## src/prs_pkg.sv

```systemverilog
// Package for the peripheral register synchronizer: register map, field
// positions, reset values, sync timing and the bus request carrier.
// Assumes a single bus clock of 200 MHz; the core clock is sampled by it.
package prs_pkg;

  // Register byte offsets
  localparam logic [7:0] PRS_OFF_CTRL     = 8'h00;
  localparam logic [7:0] PRS_OFF_STATUS   = 8'h04;
  localparam logic [7:0] PRS_OFF_DATA     = 8'h08;
  localparam logic [7:0] PRS_OFF_COUNT    = 8'h0C;
  localparam logic [7:0] PRS_OFF_SCRATCH  = 8'h10;
  localparam logic [7:0] PRS_OFF_INTFLAG  = 8'h14;
  localparam logic [7:0] PRS_OFF_INTMASK  = 8'h18;
  localparam logic [7:0] PRS_OFF_BUSY_MAP = 8'h1C;

  // Field positions
  localparam int PRS_CTRL_RESET_BIT   = 0;
  localparam int PRS_CTRL_ENABLE_BIT  = 1;
  localparam int PRS_STATUS_PEND_BIT  = 7;
  localparam int PRS_INT_READY_BIT    = 0;
  localparam int PRS_FLAG_W           = 1;
  localparam int PRS_CORE_W           = 16;

  // Reset values
  localparam logic [31:0]           PRS_RST_SCRATCH = 32'h0000_0000;
  localparam logic [PRS_CORE_W-1:0] PRS_RST_CORE    = 16'h0000;
  localparam logic [PRS_FLAG_W-1:0] PRS_RST_FLAGS   = 1'h0;

  // Timing: core clock edges a synchronized access waits in the core domain
  localparam int         PRS_CORE_PERIOD_NS = 80;
  localparam int         PRS_BUS_PERIOD_NS  = 5;
  localparam int         PRS_CORE_WAIT_EDGES = 6;
  localparam logic [2:0] PRS_CORE_WAIT_LAST = 3'(PRS_CORE_WAIT_EDGES - 3);

  // Operations that cross into the core domain; one bit each in the busy map
  typedef enum logic [1:0] {
    PRS_OP_RESET,
    PRS_OP_WR_CTRL,
    PRS_OP_WR_DATA,
    PRS_OP_RD_COUNT
  } prs_op_t;

  // One bus access as seen by the slave
  typedef struct packed {
    logic        wr;
    logic        rd;
    logic [7:0]  addr;
    logic [31:0] wdata;
  } prs_req_t;

endpackage : prs_pkg

```

## src/prs_sync.sv

```systemverilog
// Peripheral register synchronizer: bus-side register file on clk plus an
// emulated core domain stepped by sampled edges of the core clock pin.
// Assumes a register master that waits on bus_stall before a new access.
//
// The register addresses and the strobed register port are this design's own decisions.
`timescale 1ns/1ps
`default_nettype none

module prs_sync (
  input  wire logic        clk,
  input  wire logic        rst_b,
  input  wire logic        peripheral_core_clock,
  input  wire logic [7:0]  bus_addr,
  input  wire logic [31:0] bus_wdata,
  input  wire logic        bus_wr,
  input  wire logic        bus_rd,
  output logic      [31:0] bus_rdata,
  output logic             bus_rvalid,
  output logic             bus_stall,
  output logic             irq,
  output logic             core_enable
);

  // Decode which core operation an access needs, if any
  function automatic logic needs_sync(input prs_pkg::prs_req_t r);
    needs_sync = (r.wr && (r.addr == prs_pkg::PRS_OFF_CTRL || r.addr == prs_pkg::PRS_OFF_DATA))
              || (r.rd && r.addr == prs_pkg::PRS_OFF_COUNT);
  endfunction : needs_sync

  function automatic prs_pkg::prs_op_t op_of(input prs_pkg::prs_req_t r);
    if (r.addr == prs_pkg::PRS_OFF_COUNT) begin
      op_of = prs_pkg::PRS_OP_RD_COUNT;
    end else if (r.addr == prs_pkg::PRS_OFF_DATA) begin
      op_of = prs_pkg::PRS_OP_WR_DATA;
    end else if (r.wdata[prs_pkg::PRS_CTRL_RESET_BIT]) begin
      op_of = prs_pkg::PRS_OP_RESET;
    end else begin
      op_of = prs_pkg::PRS_OP_WR_CTRL;
    end
  endfunction : op_of

  logic                rst_s1_q;
  logic                rst_n;
  logic                ck_s1_q;
  logic                ck_s2_q;
  logic                ck_s3_q;
  logic                core_edge;
  prs_pkg::prs_req_t   in_req;
  prs_pkg::prs_req_t   hold_req_q;
  prs_pkg::prs_req_t   eff;
  logic                hold_q;
  logic                eff_valid;
  logic                eff_sync;
  logic                blocked;
  logic                exec;
  logic                start;
  logic                done;
  logic                busy_q;
  prs_pkg::prs_op_t    op_q;
  logic [31:0]         payload_q;
  logic                req_tgl_q;
  logic                ack_s1_q;
  logic                ack_s2_q;
  logic                soft_reset_q;
  logic                enable_sh_q;
  logic [prs_pkg::PRS_CORE_W-1:0] data_sh_q;
  logic [31:0]         scratch_q;
  logic [prs_pkg::PRS_FLAG_W-1:0] flag_q;
  logic [prs_pkg::PRS_FLAG_W-1:0] mask_q;
  logic [prs_pkg::PRS_FLAG_W-1:0] flag_clr;
  logic [prs_pkg::PRS_FLAG_W-1:0] flag_set;
  logic [3:0]          busy_map;
  logic [31:0]         rd_mux;
  logic                core_s1_q;
  logic                core_s2_q;
  logic                core_ack_q;
  logic [2:0]          core_cnt_q;
  logic                core_fire;
  logic [prs_pkg::PRS_CORE_W-1:0] core_data_q;
  logic [prs_pkg::PRS_CORE_W-1:0] core_count_q;
  logic [prs_pkg::PRS_CORE_W-1:0] core_snap_q;

  // Reset release through two flops; assertion stays asynchronous
  always_ff @(posedge clk or negedge rst_b) begin
    if (!rst_b) begin
      rst_s1_q <= 1'b0;
      rst_n    <= 1'b0;
    end else begin
      rst_s1_q <= 1'b1;
      rst_n    <= rst_s1_q;
    end
  end

  // core clock sampling
  // Only the second and third stages feed the edge detector
  always_ff @(posedge clk or negedge rst_n) begin
    if (!rst_n) begin
      ck_s1_q <= 1'b0;
      ck_s2_q <= 1'b0;
      ck_s3_q <= 1'b0;
    end else begin
      ck_s1_q <= peripheral_core_clock;
      ck_s2_q <= ck_s1_q;
      ck_s3_q <= ck_s2_q;
    end
  end

  assign core_edge = ck_s2_q & ~ck_s3_q;

  // Incoming access, or the one parked by a stall
  assign in_req    = '{wr: bus_wr, rd: bus_rd, addr: bus_addr, wdata: bus_wdata};
  assign eff       = hold_q ? hold_req_q : in_req;
  assign eff_valid = hold_q | bus_wr | bus_rd;
  assign eff_sync  = needs_sync(eff);
  // a busy sync blocks synced accesses, and during soft reset all writes too
  assign blocked   = eff_valid && busy_q && (eff_sync || (soft_reset_q && eff.wr));
  assign exec      = eff_valid && !blocked;
  assign start     = exec && eff_sync;
  assign done      = busy_q && (ack_s2_q == req_tgl_q);

  // Park a blocked access; newcomers during a stall are dropped
  always_ff @(posedge clk or negedge rst_n) begin
    if (!rst_n) begin
      hold_q     <= 1'b0;
      hold_req_q <= '0;
      bus_stall  <= 1'b0;
    end else begin
      hold_q     <= blocked;
      hold_req_q <= eff;
      bus_stall  <= blocked;
    end
  end

  // always taken while the core clock runs below half the bus clock rate, since its edges are sampled on clk
  // Op and payload stay stable while busy, so the core may read them directly
  always_ff @(posedge clk or negedge rst_n) begin
    if (!rst_n) begin
      busy_q    <= 1'b0;
      op_q      <= prs_pkg::PRS_OP_WR_CTRL;
      payload_q <= '0;
      req_tgl_q <= 1'b0;
    end else if (start) begin
      busy_q    <= 1'b1;
      op_q      <= op_of(eff);
      payload_q <= eff.wdata;
      req_tgl_q <= ~req_tgl_q;
    end else if (done) begin
      busy_q    <= 1'b0;
    end
  end

  always_ff @(posedge clk or negedge rst_n) begin
    if (!rst_n) begin
      ack_s1_q <= 1'b0;
      ack_s2_q <= 1'b0;
    end else begin
      ack_s1_q <= core_ack_q;
      ack_s2_q <= ack_s1_q;
    end
  end

  always_ff @(posedge clk or negedge rst_n) begin
    if (!rst_n) begin
      soft_reset_q <= 1'b0;
    end else if (done && op_q == prs_pkg::PRS_OP_RESET) begin
      soft_reset_q <= 1'b0;
    end else if (start && op_of(eff) == prs_pkg::PRS_OP_RESET) begin
      soft_reset_q <= 1'b1;
    end
  end

  // Shadows of core registers read back the written value immediately
  always_ff @(posedge clk or negedge rst_n) begin
    if (!rst_n) begin
      enable_sh_q <= 1'b0;
      data_sh_q   <= prs_pkg::PRS_RST_CORE;
    end else if (done && op_q == prs_pkg::PRS_OP_RESET) begin
      enable_sh_q <= 1'b0;
      data_sh_q   <= prs_pkg::PRS_RST_CORE;
    end else if (start && eff.addr == prs_pkg::PRS_OFF_CTRL) begin
      enable_sh_q <= eff.wdata[prs_pkg::PRS_CTRL_ENABLE_BIT];
    end else if (start && eff.addr == prs_pkg::PRS_OFF_DATA) begin
      data_sh_q   <= eff.wdata[prs_pkg::PRS_CORE_W-1:0];
    end
  end

  always_ff @(posedge clk or negedge rst_n) begin
    if (!rst_n) begin
      scratch_q <= prs_pkg::PRS_RST_SCRATCH;
      mask_q    <= prs_pkg::PRS_RST_FLAGS;
    end else if (done && op_q == prs_pkg::PRS_OP_RESET) begin
      scratch_q <= prs_pkg::PRS_RST_SCRATCH;
      mask_q    <= prs_pkg::PRS_RST_FLAGS;
    end else if (exec && eff.wr && eff.addr == prs_pkg::PRS_OFF_SCRATCH) begin
      scratch_q <= eff.wdata;
    end else if (exec && eff.wr && eff.addr == prs_pkg::PRS_OFF_INTMASK) begin
      mask_q    <= eff.wdata[prs_pkg::PRS_FLAG_W-1:0];
    end
  end

  assign flag_set = (done && op_q != prs_pkg::PRS_OP_RESET) ? 1'b1 : 1'b0;
  assign flag_clr = (exec && eff.wr && eff.addr == prs_pkg::PRS_OFF_INTFLAG)
                  ? eff.wdata[prs_pkg::PRS_FLAG_W-1:0] : '0;

  // Sticky flags: a set in the clearing cycle wins over the clear
  always_ff @(posedge clk or negedge rst_n) begin
    if (!rst_n) begin
      flag_q <= prs_pkg::PRS_RST_FLAGS;
    end else begin
      flag_q <= (flag_q & ~flag_clr) | flag_set;
    end
  end

  // Level interrupt from any unmasked flag
  always_ff @(posedge clk or negedge rst_n) begin
    if (!rst_n) begin
      irq <= 1'b0;
    end else begin
      irq <= |(((flag_q & ~flag_clr) | flag_set) & mask_q);
    end
  end

  always_comb begin
    busy_map = 4'h0;
    if (busy_q) begin
      busy_map[op_q] = 1'b1;
    end
  end

  // Read mux for accesses answered without synchronization
  always_comb begin
    rd_mux = 32'h0000_0000;
    case (eff.addr)
      prs_pkg::PRS_OFF_CTRL: begin
        rd_mux[prs_pkg::PRS_CTRL_RESET_BIT]  = soft_reset_q;
        rd_mux[prs_pkg::PRS_CTRL_ENABLE_BIT] = enable_sh_q;
      end
      // pending flag is the busy state
      prs_pkg::PRS_OFF_STATUS:   rd_mux[prs_pkg::PRS_STATUS_PEND_BIT] = busy_q;
      prs_pkg::PRS_OFF_DATA:     rd_mux[prs_pkg::PRS_CORE_W-1:0] = data_sh_q;
      prs_pkg::PRS_OFF_SCRATCH:  rd_mux = scratch_q;
      prs_pkg::PRS_OFF_INTFLAG:  rd_mux[prs_pkg::PRS_FLAG_W-1:0] = flag_q;
      prs_pkg::PRS_OFF_INTMASK:  rd_mux[prs_pkg::PRS_FLAG_W-1:0] = mask_q;
      prs_pkg::PRS_OFF_BUSY_MAP: rd_mux[3:0] = busy_map;
      default:                   rd_mux = 32'h0000_0000;
    endcase
  end

  // synced counter read answered on completion
  always_ff @(posedge clk or negedge rst_n) begin
    if (!rst_n) begin
      bus_rdata  <= 32'h0000_0000;
      bus_rvalid <= 1'b0;
    end else if (done && op_q == prs_pkg::PRS_OP_RD_COUNT) begin
      bus_rdata  <= {16'h0000, core_snap_q};
      bus_rvalid <= 1'b1;
    end else if (exec && eff.rd && !eff_sync) begin
      bus_rdata  <= rd_mux;
      bus_rvalid <= 1'b1;
    end else begin
      bus_rvalid <= 1'b0;
    end
  end

  // core-side request sync
  // Stepped only on core clock edges, so it sees the core's own timing
  always_ff @(posedge clk or negedge rst_n) begin
    if (!rst_n) begin
      core_s1_q <= 1'b0;
      core_s2_q <= 1'b0;
    end else if (core_edge) begin
      core_s1_q <= req_tgl_q;
      core_s2_q <= core_s1_q;
    end
  end

  // core edge count
  // Two sync edges plus this wait give six core edges in all
  assign core_fire = core_edge && (core_s2_q != core_ack_q) && (core_cnt_q == prs_pkg::PRS_CORE_WAIT_LAST);

  always_ff @(posedge clk or negedge rst_n) begin
    if (!rst_n) begin
      core_cnt_q <= 3'h0;
      core_ack_q <= 1'b0;
    end else if (core_fire) begin
      core_cnt_q <= 3'h0;
      core_ack_q <= ~core_ack_q;
    end else if (core_edge && core_s2_q != core_ack_q) begin
      core_cnt_q <= core_cnt_q + 3'h1;
    end
  end

  // core registers take effect here
  // Soft reset clears the whole core, then the ack reports it
  always_ff @(posedge clk or negedge rst_n) begin
    if (!rst_n) begin
      core_enable  <= 1'b0;
      core_data_q  <= prs_pkg::PRS_RST_CORE;
      core_count_q <= prs_pkg::PRS_RST_CORE;
      core_snap_q  <= prs_pkg::PRS_RST_CORE;
    end else if (core_fire) begin
      case (op_q)
        prs_pkg::PRS_OP_RESET: begin
          core_enable  <= 1'b0;
          core_data_q  <= prs_pkg::PRS_RST_CORE;
          core_count_q <= prs_pkg::PRS_RST_CORE;
          core_snap_q  <= prs_pkg::PRS_RST_CORE;
        end
        prs_pkg::PRS_OP_WR_CTRL: begin
          core_enable  <= payload_q[prs_pkg::PRS_CTRL_ENABLE_BIT];
        end
        prs_pkg::PRS_OP_WR_DATA: begin
          core_data_q  <= payload_q[prs_pkg::PRS_CORE_W-1:0];
          core_count_q <= payload_q[prs_pkg::PRS_CORE_W-1:0];
        end
        prs_pkg::PRS_OP_RD_COUNT: begin
          core_snap_q  <= core_count_q;
        end
        default: begin
          core_snap_q  <= core_snap_q;
        end
      endcase
    end else if (core_edge && core_enable) begin
      // Core counter, counts only while core_enable is set; the read-synchronized register
      core_count_q <= core_count_q + 16'h0001;
    end
  end

endmodule : prs_sync

`default_nettype wire

```

## config.mk

```make
export PLATFORM = sky130hd
export DESIGN_NAME = prs_sync
export DESIGN_NICKNAME = d
export VERILOG_FILES = /design/src/prs_pkg.sv /design/src/prs_sync.sv
export SDC_FILE = /design/constraint.sdc
export NUM_CORES = 1
export LEC_CHECK = 0
export BUFFER_PORTS_ARGS = -buffer_cell sky130_fd_sc_hd__buf_4
export CAP_MARGIN = 40
export CORE_ASPECT_RATIO = 1.75
export CORE_MARGIN = 3
export CORE_UTILIZATION = 38
export CTS_BUF_LIST = sky130_fd_sc_hd__clkbuf_8
export CTS_CLUSTER_DIAMETER = 30
export DETAILED_ROUTE_END_ITERATION = 16
export GPL_TIMING_DRIVEN = 0
export HOLD_SLACK_MARGIN = 0.15
export PLACE_DENSITY = 0.55
export RECOVER_POWER = 50
export SLEW_MARGIN = 20
export SYNTH_ARGS = -nofsm -noshare
export SYNTH_HDL_FRONTEND = slang
export SYNTH_SLANG_ARGS = --single-unit
```

## constraint.sdc

```tcl
create_clock -name clk -period 15.4 [get_ports clk]
set_input_delay 0.77 -clock clk [delete_from_list [all_inputs] [get_ports clk]]
set_output_delay 0.77 -clock clk [all_outputs]
set_load 0.005 [all_outputs]
```

# [Word-level counts from Yosys, hierarchy flattened]
# Cells that the tools add are included.
[totals] register_bits=195 in_bits=45 out_inout_bits=36
[op_classes] add_sub_neg=2 magnitude_cmp=2 n_eq_ne=16 n_mux=42 n_bitwise=10 n_reduce_logical=49
[op_table] operator="2-to-1 mux 32 bit" n=4
[op_table] operator="2-to-1 mux 16 bit" n=6
[op_table] operator="one-hot mux 16 bit (2 select lines)" n=2
[op_table] operator="2-to-1 mux 42 bit" n=1
[op_table] operator="equality test 8 x 5 -> 1 bit (second input constant)" n=4
[op_table] operator="logical AND 1 bit" n=24
[op_table] operator="nonzero test 2 bit" n=12
[op_table] operator="adder 16 x 1 -> 16 bit (second input constant)" n=1
[op_table] operator="equality test 8 x 4 -> 1 bit (second input constant)" n=2
[op_table] operator="one-hot mux 8 bit (2 select lines)" n=1
[op_table] operator="2-to-1 mux 1 bit" n=15
[op_table] operator="AND reduction 2 bit" n=5
[op_table] operator="equality test 8 x 3 -> 1 bit (second input constant)" n=1
[op_table] operator="zero test 8 bit" n=1
[op_table] operator="2-to-1 mux 2 bit" n=3
[op_table] operator="2-to-1 mux 3 bit" n=2
[op_table] operator="one-hot mux 1 bit (6 select lines)" n=1
[op_table] operator="one-hot mux 2 bit (3 select lines)" n=1
[op_table] operator="one-hot mux 3 bit (2 select lines)" n=1
[op_table] operator="equality test 2 bit (second input constant)" n=2
[op_table] operator="zero test 2 bit" n=2
[op_table] operator="2-to-1 mux 4 bit" n=1
[op_table] operator="inequality test 2 bit (second input constant)" n=2
[op_table] operator="NOT 1 bit" n=4
[op_table] operator="other kinds (16)" n=23

# [Depth between registers and ports, before layout]
# Gate-level depths: netlist of run 1.
[logic_depth] depth_word=16 mapped_depth=9 depth_no_buf=7

# [Least setup slack after synthesis of run 1]
# No wires, ideal clock.
[synth_path] path_kind="input port to flip-flop" start="input port bus_addr[5]" end="register scratch_q[10]" setup_time_ns=0.126 arrival_time_ns=2.543 required_time_ns=15.274 path_slack_ns=12.731 cell_stages=8 path_buffers=2 path_cell_list="or4_4 o22a_1 nor3b_4 and4_1 buf_4 nor2_2 buf_4 o2bb2ai_2"
[synth_via] elab_chain_cells=12
[synth_rtl] element="start, declared" line_no="prs_sync.sv:13" text="input wire logic [7:0] bus_addr,"
[synth_rtl] element="2-to-1 mux 42 bit (*)" line_no="prs_sync.sv:112" text="assign eff = hold_q ? hold_req_q : in_req;"
[synth_rtl] element="equality test 8 x 4 -> 1 bit / zero test 8 bit (equally long branches)" line_no="prs_sync.sv:26" text="needs_sync = (r.wr && (r.addr == prs_pkg::PRS_OFF_CTRL || r.addr == prs_pkg::PRS_OFF_DATA))"
[synth_rtl] element="logical OR 1 bit" line_no="prs_sync.sv:26"
[synth_rtl] element="logical AND 1 bit" line_no="prs_sync.sv:26"
[synth_rtl] element="logical OR 1 bit" line_no="prs_sync.sv:27" text="|| (r.rd && r.addr == prs_pkg::PRS_OFF_COUNT);"
[synth_rtl] element="logical OR 1 bit" line_no="prs_sync.sv:116" text="assign blocked = eff_valid && busy_q && (eff_sync || (soft_reset_q && eff.wr));"
[synth_rtl] element="logical AND 1 bit" line_no="prs_sync.sv:116"
[synth_rtl] element="zero test 1 bit" line_no="prs_sync.sv:117" text="assign exec = eff_valid && !blocked;"
[synth_rtl] element="logical AND 1 bit" line_no="prs_sync.sv:117"
[synth_rtl] element="logical AND 1 bit" line_no="prs_sync.sv:194" text="end else if (exec && eff.wr && eff.addr == prs_pkg::PRS_OFF_SCRATCH) begin"
[synth_rtl] element="logical AND 1 bit (*)" line_no="prs_sync.sv:194"
[synth_rtl] element="nonzero test 2 bit (no line) (*)"
[synth_rtl] element="end signal, assigned" line_no="prs_sync.sv:189" text="scratch_q <= prs_pkg::PRS_RST_SCRATCH;"
[synth_rtl] element="end signal, assigned" line_no="prs_sync.sv:192" text="scratch_q <= prs_pkg::PRS_RST_SCRATCH;"
[synth_rtl] element="end signal, assigned" line_no="prs_sync.sv:195" text="scratch_q <= eff.wdata;"
[synth_rtl] element="end, declared" line_no="prs_sync.sv:67" text="logic [31:0] scratch_q;"
# Every way passes the cells marked *; elsewhere a longest branch is shown, timed or not.
# A chain may end at the register's enable or synchronous reset.

==> results of run 1 <==
[registers in the layout (all words and copies together), names as in the netlist, 2 cells and up]
name	cells
core_count_q	16
op_q	2
data_sh_q	16
payload_q	16
core_snap_q	16
core_cnt_q	3
scratch_q	32
hold_req_q	42
bus_rdata	32
[synthesized netlist by cell type, types with 3 or more instances]
master | instances | share of area (%)
buf_6 | 3 | 0.40
a21oi_1 | 43 | 2.5
o2bb2ai_2 | 10 | 1.8
mux2i_1 | 18 | 2.1
buf_1 | 5 | 0.22
a21o_1 | 17 | 1.5
a31o_2 | 3 | 0.31
mux2_2 | 26 | 3.5
ha_1 | 6 | 0.89
clkbuf_1 | 26 | 1.2
a22o_1 | 18 | 1.9
a211oi_1 | 16 | 1.4
or2_2 | 3 | 0.22
nor2_1 | 61 | 2.7
a31oi_1 | 13 | 0.96
nor3b_1 | 4 | 0.36
buf_4 | 3 | 0.27
inv_1 | 42 | 1.9
dfrtp_1 | 194 | 57
a221oi_1 | 16 | 1.7
nand2b_1 | 3 | 0.22
a32o_1 | 4 | 0.47
nor3_1 | 4 | 0.24
o2bb2ai_1 | 6 | 0.62
and3_1 | 20 | 1.5
nand4_1 | 4 | 0.30
o21ai_0 | 38 | 2.3
nand2_1 | 63 | 2.8
a22oi_1 | 18 | 1.6
buf_2 | 12 | 0.71
nand3_1 | 19 | 1.1
xnor2_1 | 4 | 0.41
[critical path: cells and delay by family, from the launching register on]
family                 cells  cell delay, ns
buffers and inverters      2            3.63
DFF                        1            0.94
[final timing paths]
path / start / end / slack, ns
worst max-delay path: rst_n / hold_req_q[16] / 10.27
worst min-delay path: ck_s1_q / ck_s2_q / 0.36
worst max register to register: rst_n / hold_req_q[16] / 10.27
worst min register to register: ck_s1_q / ck_s2_q / 0.36
max in group clk: hold_q / data_sh_q[6] / 12.02
min in group asynchronous: rst_n / hold_req_q[9] / 0.38
[power groups by stage]
stage | registers (mW) | clock network [mW] | logic (mW)
2_1_floorplan | 0.584 | 0 | 0.0624
3_3_place_gp | 0.593 | 0 | 0.0943
3_5_place_dp | 0.585 | 0 | 0.109
4_1_cts | 0.575 | 0.339 | 0.109
5_1_grt | 0.580 | 0.360 | 0.119
6_report | 0.575 | 0.329 | 0.105
[cell type report]
type	count	share of cell area [%]
inverters	42	1.61
repair buffers	86	6.36
plain buffers	49	2.35
well taps	292	3.72
flip-flops and latches	195	49.7
multi-input cells	477	32.4
clock inverters	15	1.49
clock buffers	17	2.38
[through the flow]
stage,instances,worst slack (ns),cell area (µm²),total power [mW]
2_1_floorplan,763,9.57,8450,0.646
3_3_place_gp,1134,7.05,9410,0.688
3_5_place_dp,1140,12.14,9520,0.694
4_1_cts,1173,12.21,9910,1.02
5_1_grt,1173,9.17,9820,1.06
6_report,1173,10.27,9820,1.01
[timing repair]
item | 4_1_cts | 5_1_grt
endpoints found under the setup margin | 0 | 0
resized for setup | 0 | 0
endpoints found under the hold margin | 2 | 0
hold buffers | 1 | 0
[routing by layer]
metal / wire length, µm / share of wire (%) / GRT usage, % / vias up
met2: 12500 / 55 / 35.7 / 150
met1: 8790 / 39 / 21.6 / 3070
met4: 755 / 3.3 / 8.70 / 0
met3: 633 / 2.8 / 2.77 / 47
met5: 0 / 0 / 0 / -
li1: - / - / - / 2937
[cells by family (layout without fill, tap and decap cells)]
family | Yosys count | in the layout | synth area share [%]
and+or+nand+nor | 201 | 201 | 11.7
buffers and inverters | 91 | 209 | 4.62
AOI/OAI and AO/OA | 219 | 219 | 18.7
other | 1 | 1 | 0.0444
DFF | 195 | 195 | 57.8
xor gates and xnor gates | 6 | 6 | 0.622
muxes | 44 | 44 | 5.60
adders and majority gates | 6 | 6 | 0.888
==> reports/metrics.yaml, run 1 <==
run_status: "finished with violations"
violations: "max-capacitance violations, max-slew violations"
multi_input_area_mm2: 0.00318
power.density_mw_per_mm2: 103
firstDrtPassIters: 4
globalplace.congestion: 0.905
fmax_mhz: 195
leakage_nw: 4.59
p_seq_share_pct: 57.0
ir_drop_mv: 0.0491
ys.warnings.count: 0
grt_pass1_wl_mm: 36.1
num_rows: 71
die_h_um: 203
num_antenna_cells: 0
syn_to_final_growth_pct: 16.2
syn_nets: 814
synth-seq-cells: 195
p_switching_mw: 0.282
path_class: "flop to async pin"
drv_cap: 4
post-route-drc-count: 0
setup_tns_ns: 0
async_flop_share_pct: 100
drive_gt1_share_pct: 20.2
fin_util_pct: 45.3
max_slew_margin_pct: -89.9
h-tree-depth: 4
crit_required_ns: 15.37
avgSynthCellArea_um2: 11.1
hold_class: "flop to flop"
clockBufferDepth: 2
rsz0062_at_grt: "false"
layout_commonest_cell: "dfrtp_1"
finalSetupViolations: 0
cts_setup_buffers: 0
via_count: 6204
tightestPinTransition_ns: 2.85
cts_buffers: 17
cp-start-kind: "flop"
wire_per_inst_um: 19.3
root_buffer: "clkbuf_8"
ios: 81
grt_pass1_vias: 6445
hold_violations: 0
netlist_area_mm2: 0.00845
gr-total-overflow: 0
postRouteAntennaNets: 0
crit_top_cell: "clkbuf_1"
crit_path_max_incr_delay_ns: 2.11
ys.flop_type: "dfrtp_1"
critPathCaptureType: "async pin"
clock-sinks: 195
synth_cell_types: 64
via_per_inst: 5.29
port_buffers: 79
initial_core_util_pct: 39.0
antenna_found_initial: 0
dpl.hpwl_mm: 17.1
drv_slew: 178
ff2ff_path_depth: 2
routed_wl_mm: 22.6
die_w_um: 119
switching_share_pct: 28.0
die_area_mm2: 0.0241
grt_max_degree: 55
yosysSeqAreaShare_pct: 57.8
crit_chain: "clkbuf_1 -> clkbuf_1"
nNetsFinal: 919
clk_latency_ns: 0.47
grt_usage_pct: 19.2
timing.hold.ws_ns: 0.357
cts_tree: "built"
mostFrequentLayoutCells: "dfrtp_1, buf_4, nand2_1"
coreArea_mm2: 0.0217
min_path_cells: 0
combPwrFrac_pct: 10.4
timing.final.crit_share_pct: 33.3
fin_worst_skew_ns: 0.0152
arrival_ns: 5.10
p_int_mw: 0.726
fill_cells: 2156
finalCriticalPeriod_ns: 5.13
drtIter0Drc: 424
path_clk_slew_ns: 0.10
regArea_mm2: 0.00488
synthCells: 763
crit_slowest_cell: "clkbuf_1"
synth_edf_count: 0
pwr-share-clk_pct: 32.6
worstPathMaxFanout: 54
Note: power is estimated with default switching activity, not from simulation.
==> run 2, diff against run 1 <==
- ABC_AREA: not set -> 1
- PLACE_DENSITY: 0.55 -> 0.57
- clock period: 15.4 -> 4.6 ns (I/O delays scaled with it)
==> run 2 against run 1 <==
Net effect: the run still ends with max-capacitance violations, max-slew violations left; combinational power increased to 7.0 times the previous value; setup slack got worse by 8.7 ns; sequential share of layout area decreased by 4.4 points; first-iteration DRC count is 4.5% lower; sequential power rose to 3.6 times the previous value; critical path depth is 15 higher; synthesized cell count increased by 37%; register-to-register slack worse by 8.7 ns; maximum frequency grew 67%; worst hold slack worse by 0.12 ns; synthesized area rose by 5.6%; largest cell class unchanged.
==> reports/metrics.yaml, run 2 <==
critPathCaptureType: "flop"
ir_drop_mv: 0.195
synthMuxAreaShare_pct: 0.126
p_switching_mw: 1.24
post-route-drc-count: 0
gr-total-overflow: 0
cp_num_cells: 17
grt_pass1_vias: 7590
drive_gt1_share_pct: 15.7
fmax_mhz: 325
root_buffer: "clkbuf_8"
num_rows: 73
crit_path_max_incr_delay_ns: 0.36
synthCells: 1049
clk_latency_ns: 0.48
rsz0062_at_grt: "false"
run_status: "finished with violations"
async_flop_share_pct: 100
max_slew_margin_pct: -27.6
dpl.cell_count: 1433
via_per_inst: 4.84
combPwrFrac_pct: 18.9
cp_num_buf_inv: 4
hold_violations: 0
drtIter0Drc: 405
synth_cell_types: 44
yosysSeqAreaShare_pct: 54.7
crit_required_ns: 4.97
avgSynthCellArea_um2: 8.50
wire_per_inst_um: 16.2
postCtsHoldBufs: 43
drv_slew: 30
reg_top3: "hold_req_q x42, bus_rdata x32, scratch_q x32"
ys.warnings.count: 0
num_antenna_cells: 0
globalplace.congestion: 0.943
clockBufferDepth: 2
cts_buffers: 17
die_h_um: 209
largest_register_ffs: 42
routed_wl_mm: 24.4
antenna_found_initial: 0
setup.worst_path.start: "hold_q"
dpl.hpwl_mm: 18.1
final_cells: 1508
grt_usage_pct: 20.2
cts_tree: "built"
rrSetupSlack_ns: 1.52
pwr-share-clk_pct: 27.7
crit_top_cell: "nand2_1"
synth_compound_area_share_pct: 8.13
nNetsFinal: 1246
port_buffers: 80
final_cell_area_mm2: 0.0108
mostFrequentLayoutCells: "nand2_1, dfrtp_1, nand3_1"
synth-seq-cells: 195
path_clk_slew_ns: 0.10
synth_edf_count: 0
ios: 81
place_area_mm2: 0.0100
tightestPinTransition_ns: 1.91
ys_top_cells_by_area: "dfrtp_1, nand2_1, nand3_1, inv_1, o21ai_0"
syn_nets: 1100
cts_setup_buffers: 0
ff2ff_path_depth: 17
yosysMostFrequentCell: "nand2_1"
postRouteAntennaNets: 0
die_w_um: 122
r2r_start: "hold_q"
leakage_nw: 5.63
synthTopCellsByCount: "nand2_1, dfrtp_1, nand3_1"
fin_worst_skew_ns: 0.0137
power.density_mw_per_mm2: 363
setup_tns_ns: 0
p_total_mw: 3.91
path_class: "flop to flop"
synthAdderAreaFrac_pct: 0.842
synth_top_area_share_pct: 54.4
setup.worst_path.end: "bus_rdata[0]"
crit_chain: "clkbuf_1 -> clkinvlp_2 -> clkbuf_1 -> nand2_2 -> nand2_1 -> nand2_4 -> nor2_2 -> nand2_2 -> clkinv_1 -> nand2_1 -> o21ai_0 -> nor2_1 -> nand3_1 -> nand2_1 -> nand2_1 -> nand2_1 -> nand2_1"
top_register: "hold_req_q"
finalSetupViolations: 0
netlist_area_mm2: 0.00892
coreArea_mm2: 0.0229
grt_pass1_wl_mm: 39.7
violations: "max-capacitance violations, max-slew violations"
finalCriticalPeriod_ns: 3.08
ys.flop_type: "dfrtp_1"
timing.final.crit_share_pct: 66.9
crit_slowest_cell: "clkbuf_1"
synth_xor_area_share_pct: 0.491
p_seq_share_pct: 53.5
critical-path-top-delay-family: "buffers and inverters"
synth_top_family_by_area: "simple AND/OR/NAND/NOR gates"
clock-sinks: 195
initial_core_util_pct: 38.9
switching_share_pct: 31.8
die_area_mm2: 0.0254
hold_class: "input pin to flop"
drv_cap: 1
cts_resized: 0
worstPathMaxFanout: 10
synth_largest_area_cell: "dfrtp_1"
syn_to_final_growth_pct: 20.6
firstDrtPassIters: 6
timing.hold.ws_ns: 0.239
grt_max_degree: 53
cp-start-kind: "flop"
h-tree-depth: 4
p_int_mw: 2.67
r2r-end: "bus_rdata[0]"
via_count: 7300
arrival_ns: 3.45
layout_commonest_cell: "nand2_1"
synthSimpleGateAreaFrac_pct: 28.5
## run 2: cell types whose count changed after synthesis, sizes merged, moves of 20 or more
cell   delta
nand2   +325
and3     -20
mux2     -25
inv      +41
o21ai    +41
nor2     -24
nand3   +110
## run 2: per-stage QoR
step           utilization [%]  worst slack [ns]
6_report                  46.9              1.52
5_1_grt                   46.9              1.19
4_1_cts                   47.2              1.84
3_5_place_dp              43.6              1.85
3_3_place_gp              43.2            0.0735
2_1_floorplan                -              1.39
## run 2: layout make-up
class | instances | area (µm²)
clock inverter | 14 | 131
timing repair buffer | 127 | 1110
inverter | 84 | 319
buffer | 54 | 292
clock buffer | 18 | 248
multi-input combinational | 716 | 3400
tap | 300 | 375
sequential | 195 | 4880
fill | 2288 | 12200
## run 2: kinds of logic after synthesis
| kind of cell | after synthesis |
|---|---|
| and+or+nand+nor | 576 |
| DFF | 195 |
| buffers and inverters | 138 |
| AOI/OAI and AO/OA | 127 |
| adders and majority gates | 6 |
| xor gates and xnor gates | 5 |
| other | 1 |
| muxes | 1 |
## run 2: worst min-delay path, cell delays in order
cell and delay (ns):
buf_4 0.08, o21ai_0 0.17, inv_1 0.18
## run 2: how the worst min path moves through the flow
| stage | from | to | slack, ns | cells after the start |
|---|---|---|---|---|
| after CTS | bus_wdata[0] | hold_req_q[0] | 0.22 | 3 |
| after global placement | rst_b | rst_s1_q | 0.01 | 1 |
| final | bus_wdata[0] | hold_req_q[0] | 0.24 | 3 |
| after floorplan | rst_b | rst_n | -0.07 | 0 |
| after global routing | bus_wdata[0] | hold_req_q[0] | 0.26 | 3 |
| after detailed placement | rst_b | rst_s1_q | 0.01 | 1 |
## run 2: per-layer routing
metal / global-route usage, % / share of wire, %
met3: 2.84 / 2.7
met5: 0 / 0
met4: 9.94 / 4.1
met1: 22.6 / 38
met2: 36.7 / 55
## run 2: power groups by stage
stage | logic (mW) | clock network (mW) | registers [mW]
after CTS | 0.759 | 1.12 | 2.09
after detailed placement | 0.726 | 0 | 2.13
after global routing | 0.846 | 1.19 | 2.12
final | 0.738 | 1.08 | 2.09
after floorplan | 0.478 | 0 | 2.10
after global placement | 0.673 | 0 | 2.15
==> run 3, diff against run 2 <==
- ABC_AREA: 1 -> 0
- clock period: 4.6 -> 2.5 ns (I/O delays scaled with it)
==> run 3 against run 2 <==
Net effect: clock power increased by 81%; via count decreased by 10%; global-route usage shrank 0.50 points; clock-buffer cell count up 1; the run now ends clean; register-to-register slack worse by 1.5 ns; cell count decreased by 19%; sequential cell count unchanged; die area down 5.1%.
==> reports/metrics.yaml, run 3 (synthesis gave the netlist of run 1 again) <==
final_cells: 1229
firstDrtPassIters: 5
fin_worst_skew_ns: 0.0106
grt_max_degree: 58
finalCriticalPeriod_ns: 2.45
drive_gt1_share_pct: 24.4
num_antenna_cells: 0
ir_drop_mv: 0.288
globalplace.congestion: 0.918
arrival_ns: 2.80
switching_share_pct: 28.1
finalSetupViolations: 0
root_buffer: "clkbuf_8"
timing.final.crit_share_pct: 97.8
clk_latency_ns: 0.47
path_class: "flop to flop"
die_area_mm2: 0.0241
dpl.cell_count: 1141
dpl.hpwl_mm: 16.9
syn_to_final_growth_pct: 24.8
cp-start-kind: "flop"
ios: 81
h-tree-depth: 4
drtIter0Drc: 480
num_rows: 71
clock-sinks: 195
pwr-share-clk_pct: 31.4
grt_usage_pct: 19.7
drv_cap: 0
crit_required_ns: 2.86
port_buffers: 79
drv_slew: 0
via_count: 6560
path_clk_slew_ns: 0.10
min-delay-start: "bus_addr[3]"
p_seq_share_pct: 57.0
wire_per_inst_um: 18.9
crit_slowest_cell: "or4b_4"
cts_buffers: 17
max_slew_margin_pct: 35.0
antenna_found_initial: 0
power.density_mw_per_mm2: 590
coreArea_mm2: 0.0217
hold_violations: 0
crit_top_cell: "buf_4"
p_int_mw: 4.47
rrSetupSlack_ns: 0.05
routed_wl_mm: 23.2
nNetsFinal: 975
gr-total-overflow: 0
worstPathMaxFanout: 4
crit_path_max_incr_delay_ns: 0.56
place_area_mm2: 0.00954
critPathCaptureType: "flop"
top_register: "hold_req_q"
mostFrequentLayoutCells: "dfrtp_1, buf_4, nand2_1"
combPwrFrac_pct: 11.5
run_status: "finished, final reports clean"
initial_core_util_pct: 39.0
cts_tree: "built"
layout_commonest_cell: "dfrtp_1"
die_h_um: 203
clockBufferDepth: 2
tightestPinTransition_ns: 0.975
postRouteAntennaNets: 0
crit_chain: "or4b_4 -> o22ai_4 -> o211ai_1 -> buf_4 -> buf_4 -> buf_4 -> buf_4 -> buf_4 -> nand4b_1 -> a211o_1 -> nand2_1"
cp_num_buf_inv: 5
fill_cells: 2055
fmax_mhz: 409
post-route-drc-count: 0
die_w_um: 119
hold_class: "input pin to flop"
r2r_start: "hold_req_q[37]"
reg_top3: "hold_req_q x42, bus_rdata x32, scratch_q x32"
setup.worst_path.start: "hold_req_q[37]"
grt_pass1_wl_mm: 37.2
grt_pass1_vias: 6775
p_switching_mw: 1.75
final_cell_area_mm2: 0.0105
leakage_nw: 4.91
largest_register_ffs: 42
via_per_inst: 5.34
critical-path-top-delay-family: "simple AND/OR/NAND/NOR gates"
-- run 3: cell count changes in the layout (fill, tap and decap cells not counted), moves of 13 or more --
cell | before | now
nand2_1 | 379 | 61
nand3_1 | 116 | 17
inv_1 | 81 | 43
nor2_1 | 31 | 59
mux2_2 | 1 | 25
o21ai_0 | 59 | 38
and3_1 | 0 | 20
a21o_1 | 0 | 17
a22o_1 | 1 | 18
a211oi_1 | 0 | 16
a221oi_1 | 0 | 15
buf_4 | 48 | 63
a31oi_1 | 0 | 13
-- run 3: worst paths after layout --
path | endpoint | depth (start not counted)
worst min-delay path | hold_req_q[35] | 4
worst min register to register | ck_s2_q | 0
max in group asynchronous | hold_req_q[25] | 2
worst max register to register | bus_rdata[3] | 11
min in group asynchronous | hold_req_q[8] | 0
worst max-delay path | bus_rdata[3] | 11
-- run 3: final cells by class --
cell class,count,area [µm²],share of cell area (%)
flip-flops and latches,195,4880,46.3
multi-input cells,477,3310,31.4
repair buffers,142,1190,11.3
well taps,292,365,3.47
plain buffers,49,277,2.62
clock buffers,19,262,2.48
inverters,42,158,1.50
clock inverters,13,100,0.949
-- run 3: repair_timing --
action	in CTS	in global routing
endpoints found under the hold margin	95	0
pin swaps	5	4
hold buffers	43	0
setup endpoints to repair	122	115
buffers inserted	10	3
resized for setup	33	25
-- run 3: metal layers --
metal  GRT usage (%)  vias to the layer above  part of all wire [%]
li1                -                     3054                     -
met1            22.4                     3282                    39
met2            36.9                      177                    55
met3            2.69                       47                   3.0
met4            7.67                        0                   3.2
met5               0                        -                     0
-- run 3: per-stage QoR --
step / total power [mW] / worst slack (ns) / setup TNS (ns) / hold WS, ns / util (%)
final: 6.22 / 0.0545 / 0 / 0.179 / 48.6
after floorplan: 3.98 / 0.155 / 0 / -0.171 / -
after detailed placement: 4.27 / -0.423 / -24.21 / -0.0885 / 44.0
after global routing: 6.52 / -0.0341 / -0.194 / 0.206 / 48.6
after global placement: 4.23 / -0.715 / -95.84 / -0.0928 / 43.4
after CTS: 6.28 / 0.0150 / 0 / 0.158 / 48.5
-- run 3: worst min-delay path, stage by stage --
cell and delay [ns]:
buf_4 0.10, nor2b_1 0.22, a21oi_1 0.11, inv_1 0.06
-- run 3: power by group through the flow --
stage	Sequential, mW	Combinational [mW]	Clock, mW
after floorplan	3.59	0.384	0
final	3.55	0.717	1.96
after global routing	3.58	0.811	2.12
after CTS	3.55	0.734	2.00
after global placement	3.66	0.577	0
after detailed placement	3.61	0.663	0
